**src/rtl/fspam_pkg.sv**
```systemverilog
// fspam_pkg: constants for the flash self-programming address mapper
// assumes a 4k-word flash with 32-word pages and a 16-bit pointer
package fspam_pkg;
  // ----------------------------------------------------------------------
  // register map (word aligned byte offsets)
  // ----------------------------------------------------------------------
  localparam logic [3:0] FSPAM_OFF_CTRL = 4'h0;
  localparam logic [3:0] FSPAM_OFF_PTR = 4'h4;
  localparam logic [3:0] FSPAM_OFF_CFG = 4'h8;
  localparam logic [3:0] FSPAM_OFF_MAP = 4'hc;
  // ----------------------------------------------------------------------
  // control/status fields
  // ----------------------------------------------------------------------
  localparam int FSPAM_BIT_EN = 0;
  localparam int FSPAM_BIT_ERS = 1;
  localparam int FSPAM_BIT_WRT = 2;
  localparam int FSPAM_BIT_REEN = 4;
  localparam int FSPAM_BIT_BUSY = 6;
  localparam int FSPAM_BIT_EEBUSY = 7;
  localparam logic [7:0] FSPAM_CTRL_RST = 8'h00;
  localparam logic [1:0] FSPAM_BOOTSZ_RST = 2'h0;
  // ----------------------------------------------------------------------
  // address geometry
  // ----------------------------------------------------------------------
  localparam int FSPAM_COUNTER_TOP_BIT = 11;
  localparam int FSPAM_IN_PAGE_TOP_BIT = 4;
  localparam int FSPAM_POINTER_COUNTER_TOP_BIT = 12;
  localparam int FSPAM_POINTER_IN_PAGE_TOP_BIT = 5;
  localparam logic [11:0] FSPAM_RWW_LAST = 12'hbff;
  localparam logic [11:0] FSPAM_BOOT_11 = 12'hf80;
  localparam logic [11:0] FSPAM_BOOT_10 = 12'hf00;
  localparam logic [11:0] FSPAM_BOOT_01 = 12'he00;
  localparam logic [11:0] FSPAM_BOOT_00 = 12'hc00;
  // ----------------------------------------------------------------------
  // timing
  // ----------------------------------------------------------------------
  localparam logic [2:0] FSPAM_ARM_WINDOW = 3'h4;
  localparam int FSPAM_CLK_MHZ = 100;
  localparam int FSPAM_PROG_US = 3700;
  localparam int FSPAM_PROG_CYC = FSPAM_PROG_US * FSPAM_CLK_MHZ;
  typedef enum logic [1:0] {
    FSPAM_IDLE = 2'b00,
    FSPAM_ARMED = 2'b01,
    FSPAM_PROG = 2'b10
  } fspam_state_e;
endpackage

```
**src/rtl/fspam_top.sv**
```systemverilog
// fspam_top: self-programming sequencer and address mapper for program flash
// assumes an avalon-mm master on mclk_i and a cpu that strobes store/load
// How it works
// [RULE1] boot size code puts the boot region at F80/F00/E00/C00.
// [RULE2] read-while-write region is 000-BFF, blocking region C00-FFF.
// [RULE3] word address is 12 bits; low 5 pick word, upper 7 page.
// [RULE4] erase and write take page number from pointer bits 12..6.
// [RULE5] pointer bits 5..1 pick buffer word; software zeroes them on write.
// [RULE6] pointer bits 15..13 are ignored everywhere.
// [RULE7] pointer bit 0 zero on store; byte select on load.
// [RULE8] during erase or write only the blocking region reads.
// [RULE9] software polls the enable bit to zero before a new command.
// [RULE10] software waits for eeprom write busy clear before control write.
// [RULE11] region busy means not ready; software repeats re-enable until clear.
// [RULE12] update order: erase, re-enable, fill buffer, write from page start.
// [RULE13] software keeps interrupts off around the timed store sequence.
// [RULE14] enable bit clears itself when the commanded operation ends.
// [RULE15] store must come within four cycles of control write.
// [RULE16] region busy flag stays set while the region is busy.
// [RULE17] eeprom write blocks flash programming and fuse/lock reads.
//
// Register access over Avalon-MM and the placing of the registers were decided locally.
`timescale 1ns/10ps
`default_nettype none
module fspam_top
  import fspam_pkg::*;
#(
  parameter int PROG_CYCLES = FSPAM_PROG_CYC
)
(
  input wire logic mclk_i,
  input wire logic nrst_i,
  input wire logic [3:0] avs_address_i,
  input wire logic avs_read_i,
  input wire logic avs_write_i,
  input wire logic [31:0] avs_writedata_i,
  input wire logic [3:0] avs_byteenable_i,
  output logic [31:0] avs_readdata_o,
  output logic avs_waitrequest_o,
  input wire logic store_i,
  input wire logic load_i,
  input wire logic [15:0] load_ptr_i,
  input wire logic eeprom_write_busy_i,
  input wire logic fuse_read_i,
  output logic buf_we_o,
  output logic [4:0] buf_word_o,
  output logic erase_o,
  output logic write_o,
  output logic [6:0] page_o,
  output logic [11:0] rd_word_o,
  output logic rd_byte_o,
  output logic rd_ok_o,
  output logic fuse_read_ok_o
);
  // ----------------------------------------------------------------------
  // helpers
  // ----------------------------------------------------------------------
  function automatic logic [11:0] word_of(input logic [15:0] p);
    word_of = p[FSPAM_POINTER_COUNTER_TOP_BIT:1]; // [RULE3] [RULE6]
  endfunction

  function automatic logic in_rww(input logic [11:0] w);
    in_rww = (w <= FSPAM_RWW_LAST); // [RULE2]
  endfunction

  // ----------------------------------------------------------------------
  // state
  // ----------------------------------------------------------------------
  fspam_state_e state_q;
  logic [7:0] ctrl_q;
  logic [15:0] ptr_q;
  logic [1:0] bootsz_q;
  logic [2:0] arm_q;
  logic [31:0] prog_cnt_q;
  logic region_busy_q;
  logic [11:0] boot_start;
  logic ctrl_wr;
  logic [11:0] rd_word;

  always_comb
  begin
    unique case (bootsz_q) // [RULE1]
      2'b11: boot_start = FSPAM_BOOT_11;
      2'b10: boot_start = FSPAM_BOOT_10;
      2'b01: boot_start = FSPAM_BOOT_01;
      2'b00: boot_start = FSPAM_BOOT_00;
    endcase
  end

  // eeprom write blocks control writes outright [RULE17]
  assign ctrl_wr = avs_write_i && !avs_waitrequest_o && avs_address_i == FSPAM_OFF_CTRL
                   && avs_byteenable_i[0] && !eeprom_write_busy_i && state_q == FSPAM_IDLE;
  assign rd_word = word_of(load_ptr_i);

  // ----------------------------------------------------------------------
  // bus slave: one wait cycle per access
  // ----------------------------------------------------------------------
  always_ff @(posedge mclk_i or negedge nrst_i)
  begin
    if (!nrst_i)
      avs_waitrequest_o <= 1'b1;
    else if ((avs_read_i || avs_write_i) && avs_waitrequest_o)
      avs_waitrequest_o <= 1'b0;
    else
      avs_waitrequest_o <= 1'b1;
  end

  always_ff @(posedge mclk_i or negedge nrst_i)
  begin
    if (!nrst_i)
      avs_readdata_o <= 32'h0;
    else if (avs_read_i && avs_waitrequest_o)
    begin
      unique case (avs_address_i)
        FSPAM_OFF_CTRL: avs_readdata_o <= {24'h0, eeprom_write_busy_i, region_busy_q, 1'b0,
                                           ctrl_q[4:0]}; // [RULE16]
        FSPAM_OFF_PTR: avs_readdata_o <= {16'h0, ptr_q};
        FSPAM_OFF_CFG: avs_readdata_o <= {30'h0, bootsz_q};
        FSPAM_OFF_MAP: avs_readdata_o <= {20'h0, boot_start};
        default: avs_readdata_o <= 32'h0;
      endcase
    end
  end

  always_ff @(posedge mclk_i or negedge nrst_i)
  begin
    if (!nrst_i)
    begin
      ptr_q <= 16'h0;
      bootsz_q <= FSPAM_BOOTSZ_RST;
    end
    else if (avs_write_i && !avs_waitrequest_o)
    begin
      if (avs_address_i == FSPAM_OFF_PTR)
      begin
        if (avs_byteenable_i[0])
          ptr_q[7:0] <= avs_writedata_i[7:0];
        if (avs_byteenable_i[1])
          ptr_q[15:8] <= avs_writedata_i[15:8];
      end
      if (avs_address_i == FSPAM_OFF_CFG && avs_byteenable_i[0])
        bootsz_q <= avs_writedata_i[1:0];
    end
  end

  // ----------------------------------------------------------------------
  // command sequencer
  // ----------------------------------------------------------------------
  always_ff @(posedge mclk_i or negedge nrst_i)
  begin
    if (!nrst_i)
    begin
      state_q <= FSPAM_IDLE;
      ctrl_q <= FSPAM_CTRL_RST;
      arm_q <= 3'h0;
      prog_cnt_q <= 32'h0;
      erase_o <= 1'b0;
      write_o <= 1'b0;
      buf_we_o <= 1'b0;
      buf_word_o <= 5'h0;
      page_o <= 7'h0;
    end
    else
    begin
      erase_o <= 1'b0;
      write_o <= 1'b0;
      buf_we_o <= 1'b0;
      unique case (state_q)
        FSPAM_IDLE:
        begin
          if (ctrl_wr && avs_writedata_i[FSPAM_BIT_EN])
          begin
            ctrl_q <= {3'h0, avs_writedata_i[4:0]};
            arm_q <= FSPAM_ARM_WINDOW;
            state_q <= FSPAM_ARMED;
          end
        end
        FSPAM_ARMED:
        begin
          if (store_i && !eeprom_write_busy_i)
          begin
            page_o <= ptr_q[FSPAM_POINTER_COUNTER_TOP_BIT:FSPAM_POINTER_IN_PAGE_TOP_BIT + 1]; // [RULE4]
            if (ctrl_q[FSPAM_BIT_ERS] || ctrl_q[FSPAM_BIT_WRT])
            begin
              erase_o <= ctrl_q[FSPAM_BIT_ERS];
              write_o <= ctrl_q[FSPAM_BIT_WRT];
              prog_cnt_q <= PROG_CYCLES;
              state_q <= FSPAM_PROG;
            end
            else
            begin
              // fill and re-enable finish in one cycle [RULE14]
              if (!ctrl_q[FSPAM_BIT_REEN])
              begin
                buf_we_o <= 1'b1;
                buf_word_o <= ptr_q[FSPAM_POINTER_IN_PAGE_TOP_BIT:1]; // [RULE5]
              end
              ctrl_q <= FSPAM_CTRL_RST;
              state_q <= FSPAM_IDLE;
            end
          end
          else if (arm_q == 3'h1)
          begin
            // store missed its window: command dropped [RULE15]
            ctrl_q <= FSPAM_CTRL_RST;
            state_q <= FSPAM_IDLE;
          end
          else
            arm_q <= arm_q - 3'h1;
        end
        FSPAM_PROG:
        begin
          if (prog_cnt_q <= 32'h1)
          begin
            ctrl_q <= FSPAM_CTRL_RST; // [RULE14]
            state_q <= FSPAM_IDLE;
          end
          else
            prog_cnt_q <= prog_cnt_q - 32'h1;
        end
        default: state_q <= FSPAM_IDLE;
      endcase
    end
  end

  // region busy: set by erase/write, cleared only by a re-enable after it ends
  always_ff @(posedge mclk_i or negedge nrst_i)
  begin
    if (!nrst_i)
      region_busy_q <= 1'b0;
    else if (state_q == FSPAM_ARMED && store_i && !eeprom_write_busy_i
             && (ctrl_q[FSPAM_BIT_ERS] || ctrl_q[FSPAM_BIT_WRT]))
      region_busy_q <= 1'b1; // [RULE16]
    else if (state_q == FSPAM_ARMED && store_i && !eeprom_write_busy_i && ctrl_q[FSPAM_BIT_REEN])
      region_busy_q <= 1'b0; // [RULE11]
  end

  // ----------------------------------------------------------------------
  // load path
  // ----------------------------------------------------------------------
  always_ff @(posedge mclk_i or negedge nrst_i)
  begin
    if (!nrst_i)
    begin
      rd_word_o <= 12'h0;
      rd_byte_o <= 1'b0;
      rd_ok_o <= 1'b0;
      fuse_read_ok_o <= 1'b0;
    end
    else
    begin
      rd_word_o <= rd_word;
      rd_byte_o <= load_ptr_i[0]; // [RULE7]
      // rww region unreadable while busy [RULE8] [RULE11]
      rd_ok_o <= load_i && !(in_rww(rd_word) && region_busy_q);
      fuse_read_ok_o <= fuse_read_i && !eeprom_write_busy_i; // [RULE17]
    end
  end
endmodule
`default_nettype wire

```
**config.mk**
```make
export PLATFORM = sky130hd
export DESIGN_NAME = fspam_top
export DESIGN_NICKNAME = d
export VERILOG_FILES = /design/src/rtl/fspam_pkg.sv /design/src/rtl/fspam_top.sv
export SDC_FILE = /design/constraint.sdc
export NUM_CORES = 1
export LEC_CHECK = 0
export BUFFER_PORTS_ARGS = -buffer_cell sky130_fd_sc_hd__buf_2
export CAP_MARGIN = 10
export CORE_MARGIN = 1.5
export CORE_UTILIZATION = 40
export DETAILED_ROUTE_END_ITERATION = 8
export SLEW_MARGIN = 20
export SYNTH_ARGS = -nofsm -noshare
export SYNTH_HDL_FRONTEND = slang
export SYNTH_SLANG_ARGS = --single-unit
```
**constraint.sdc**
```tcl
create_clock -name mclk_i -period 4 [get_ports mclk_i]
set_input_delay 1.2 -clock mclk_i [delete_from_list [all_inputs] [get_ports mclk_i]]
set_output_delay 1.2 -clock mclk_i [all_outputs]
set_load 0.01 [all_outputs]
```
; ---- Yosys cells after proc, flatten, opt, wreduce, memory -nomap -nowiden
; Cells that the tools add are included.
[word_totals]
output_inout_bits = 63
mem_bits_ro = 0
latchBits = 0
memories = 0
ff_bits = 124
inputBits = 64
ram_bits = 0
[op_classes]
bitwise = 2
magnitude_cmp = 2
n_addsub = 2
div_mod_pow = 0
muxes = 35
reduce_logical = 38
multipliers = 0
shifts = 0
eq_ne = 18
[op_table]
columns = cell, n
row1 = two-way mux 32 bit, 3
row2 = one-hot mux 16 bit (4 select lines), 1
row3 = one-hot mux 32 bit (2 select lines), 1
row4 = one-hot mux 12 bit (4 select lines), 1
row5 = <= comparator 32 x 1 -> 1 bit (second input constant), 1
row6 = subtractor 32 x 1 -> 32 bit (second input constant), 1
row7 = two-way mux 5 bit, 5
row8 = logical AND 1 bit, 17
row9 = one-hot mux 5 bit (3 select lines), 1
row10 = two-way mux 1 bit, 13
row11 = <= comparator 12 bit (second input constant), 1
row12 = != test 2 bit (second input constant), 6
row13 = AND reduction 4 bit, 3
row14 = two-way mux 2 bit, 5
row15 = two-way mux 3 bit, 3
row16 = AND reduction 3 bit, 3
row17 = == test 4 bit (second input constant), 2
row18 = == test 2 bit (second input constant), 3
row19 = != test 3 bit (second input constant), 2
row20 = one-hot mux 2 bit (3 select lines), 1
row21 = one-hot mux 3 bit (2 select lines), 1
row22 = nonzero test 2 bit, 3
row23 = AND reduction 5 bit, 1
row24 = == test 2 x 1 -> 1 bit (second input constant), 2
row25 = other kinds (11), 17

; ---- Depth between registers and ports, before layout
[logic_depth]
ltp_word = 9
ltp_mapped = 9
ltp_nobuf = 7

; ---- Worst setup path before layout
; Ideal clock, no wire load.
[synth_timing]
path_kind = input -> register
startpoint = in avs_address_i[3]
endpoint = reg state_q[0]
t_arrival_ns = 2.734
required_ns = 3.873
path_slack_ns = 1.138
setup_ns = 0.127
stages = 5
cell_sequence = clkbuf_1 or4_1 o41ai_4 nand3_2 mux2_1
[synth_via]
elab_chain_cells = 8
[synth_lines]
columns = item, line
row1 = "start, declared", fspam_top.sv:33  ; input wire logic [3:0] avs_address_i,
row2 = logical NOT 4 bit, fspam_top.sv:91  ; assign ctrl_wr = avs_write_i && !avs_waitrequest_o && avs_address_i == FSPAM_OFF_CTRL
row3 = logical AND 1 bit, fspam_top.sv:91
row4 = logical AND 1 bit (3 in series), fspam_top.sv:92  ; && avs_byteenable_i[0] && !eeprom_write_busy_i && state_q == FSPAM_IDLE;
row5 = logical AND 1 bit, fspam_top.sv:171  ; if (ctrl_wr && avs_writedata_i[FSPAM_BIT_EN])
row6 = != test 2 x 1 -> 1 bit (no source line), --
row7 = AND reduction 3 bit (no source line), --
row8 = "end signal, assigned", fspam_top.sv:175  ; state_q <= FSPAM_ARMED;
row9 = "end signal, assigned", fspam_top.sv:188  ; state_q <= FSPAM_PROG;
row10 = "end signal, assigned", fspam_top.sv:199  ; state_q <= FSPAM_IDLE;
row11 = "end, declared", fspam_top.sv:69  ; fspam_state_e state_q;
; Every way passes these cells.
; A chain may end at the register's enable or synchronous reset.

; ---- Worst setup path after layout
[layout_timing]
startpoint = in avs_address_i[3]
endpoint = reg arm_q[0]
[layout_via]
elab_chain_cells = 8
[layout_lines]
columns = item, line
row1 = logical NOT 4 bit, fspam_top.sv:91
row2 = logical AND 1 bit, fspam_top.sv:91
row3 = logical AND 1 bit (3 in series), fspam_top.sv:92
row4 = logical AND 1 bit, fspam_top.sv:171
row5 = != test 2 x 1 -> 1 bit (no source line), --
row6 = AND reduction 4 bit (no source line), --
row7 = "end signal, assigned", fspam_top.sv:209  ; arm_q <= arm_q - 3'h1;
row8 = "end, declared", fspam_top.sv:73  ; logic [2:0] arm_q;
; Every way passes these cells.

==> metrics.txt <==
ys async rst share 100%; switch share between 30% and 40%; Arrival @ worst endpoint 3.01 ns; cells on worst reg2reg path 7; routed via count slightly below 4000; capturing point of the worst reg2reg path prog_cnt_q[30]; fmax about 0.36 GHz; RSZ-0062 raised after global routing no; combinational cell fraction of total power 25.7%; Ports 127; number of synthesized register bits roughly 110; layout cells sized above 1 between 20% and 30%; first-pass iteration count of the detailed router 4; Tmin final between 2 and 3 ns; synth-to-layout area growth 17.7%; fill count about 1200; Hold Crit Depth 2; most common cell after layout, fill and taps aside dfrtp_1; final wirelength roughly 11000 um; relative slew slack between 40% and 50%; ant diodes 0; Pleak between 2 and 3 nW; DIE AREA around 0.013 mm2; status complete, no violations; NumNets Final about 640; clk buf depth 2; most frequent cells in the layout dfrtp_1, buf_2, nand2_1; setup bufs post-CTS 0; area of the multi-input gates between 0.002 and 0.0025 mm2; Startpoint Class primary input; vias per inst approximately 5.2; post_cts resized 0; hold_ws 0.478 ns; Distinct cells, synth 58; register area between 0.002 and 0.003 mm2; GP Congestion approximately 0.80; Starting Density 41.6%; max cap viols 0; clk_lat worst skew approximately 0.35 ns; highest ir drop seen on vdd between 0.0003 and 0.0004 V; r2r startpoint prog_cnt_q[0]; Final Setup Violations 0; CTS tree done; net switching power ~0.0011 W; clk root buf clkbuf_16; WL per Instance 15.3 um; Setup Skew 0.00728 ns; largest net degree at the start of global routing 66; # H-tree levels 3; Hold Path Sink page_o[6]; Cell Rows 40; HP Start page_o[6]; reg2reg setup slack around 1.3 ns; chip height between 100 and 150 um; # DRC 0; Clk pwr share between 20 and 30%; Detailed Place HPWL 8090 um; die width approximately 120 um; setup TNS 0 ns; Routed Antenna Nets 0; total power between 0.003 and 0.004 W; clk slew on worst S/H paths 0.08 ns; worst endpoint required time 4.22 ns; first-pass GRT wire length 19100 um; I/O Buffers 89; Synth warnings 0; Synth Flop Type dfrtp_1; Iteration-0 DRC Markers ~140; Seq pwr share roughly 46%; Setup CP Type primary input to flop; gr usage total 18.3%; CTS Buf Count 9; Congestion Overflow GR 0; Final period util between 60% and 70%; initial antenna violation count 1; Mapped Area 0.00506 mm2; average cell area after synthesis 10.6 um2; max-slew violation count 0; cell area power density ~550 mW/mm2; Gate Count Post-Synth ~480; Int Pwr ~0.0022 W; number of global-route vias before repair roughly 3800; worst slew pin tran 0.854 ns; Worst Hold Class flop to flop; number of enable flip-flop cells after synthesis 0; Sink Count about 110; kind of end point of the critical path flop; critical-path maximum fanout 15; core area ~0.012 mm2; sequential share of the synthesized area a little over half; Final Hold Viols 0; CTS Hold Bufs 0
[state kept, by name (all words and copies together) (netlist names)]
signal and cells:
write_o 1, bootsz_q 2, avs_waitrequest_o 1, page_o 7, buf_we_o 1, region_busy_q 1, rd_byte_o 1, fuse_read_ok_o 1
erase_o 1, rd_word_o 12, buf_word_o 5, state_q 2, arm_q 3, avs_readdata_o 16, prog_cnt_q 32, ptr_q 16
rd_ok_o 1, ctrl_q 5
[worst max-delay path by stage]
stage	startpoint	cells past startpoint	slack (ns)	to
after CTS	avs_address_i[3]	5	1.22	arm_q[0]
final	avs_address_i[3]	5	1.20	arm_q[0]
after detailed placement	avs_address_i[3]	5	0.83	arm_q[0]
after floorplan	avs_address_i[3]	5	1.14	state_q[0]
after global placement	avs_address_i[3]	5	0.90	ctrl_q[2]
after global routing	prog_cnt_q[0]	7	1.06	prog_cnt_q[30]
[metrics by stage]
stage	util, %	instances	setup slack [ns]	area, um2
after floorplan	-	491	1.14	5120
after global placement	46.4	721	0.901	5640
after detailed placement	46.4	721	0.834	5640
after CTS	49.0	737	1.22	5950
after global routing	49.0	737	1.06	5950
final	49.0	737	1.20	5950
[final cells by class]
type	count	share of cell area [%]
multi-input cells	335	36.3
clock inverters	6	1.28
well taps	168	3.53
clock buffers	10	4.01
inverters	12	0.757
repair buffers	98	8.66
flip-flops and latches	108	45.4
[synthesized netlist by cell type, drive strengths merged (3+ instances only)]
library cell / count / area (um2)
nor3: 13 / 70.1
or4: 16 / 124
or2: 5 / 33.8
inv: 12 / 45.0
nor2b: 3 / 18.8
nand2: 57 / 214
mux2: 23 / 259
a22oi: 4 / 30.0
dfrtp: 107 / 2680
nand2b: 7 / 43.8
ha: 8 / 100
o21ai: 35 / 175
o31ai: 12 / 90.1
buf: 24 / 164
o41ai: 4 / 72.6
nand3b: 3 / 22.5
nor4: 12 / 81.3
clkbuf: 12 / 45.0
and2: 3 / 18.8
a21oi: 23 / 115
and3: 5 / 31.3
nand3: 14 / 80.1
a22o: 9 / 78.8
mux2i: 7 / 70.1
or3: 19 / 119
nor2: 14 / 52.6
[cells by family after synthesis]
family	Yosys count	synth area share, %
buffers and inverters	48	5.02
AOI/OAI and AO/OA	99	13.1
and+or+nand+nor	182	19.9
DFF	108	53.4
other	1	0.0741
adders and majority gates	8	1.98
muxes	30	6.50
[power groups by stage]
stage	combinational [W]	clock [W]	sequential (W)
global placement	0.000823	0	0.00150
detailed placement	0.000852	0	0.00151
floorplan	0.000569	0	0.00150
finish	0.000840	0.000936	0.00149
global route	0.000956	0.00101	0.00153
CTS	0.000853	0.000969	0.00149
[worst max-delay path, stage by stage]
cell and delay [ns]:
buf_2 0.18, or4_1 0.53, o41ai_4 0.54, a21boi_0 0.40
o21ai_0 0.15
[routing by layer]
| metal | track usage (%) | routed length (um) | up-vias |
|---|---|---|---|
| met3 | 5.33 | 625 | 13 |
| met5 | 0 | 13 | - |
| li1 | - | - | 1870 |
| met1 | 23.8 | 5040 | 1897 |
| met4 | 5.68 | 138 | 2 |
| met2 | 29.7 | 5490 | 85 |
No activity file was read; power rests on OpenSTA's default activity.
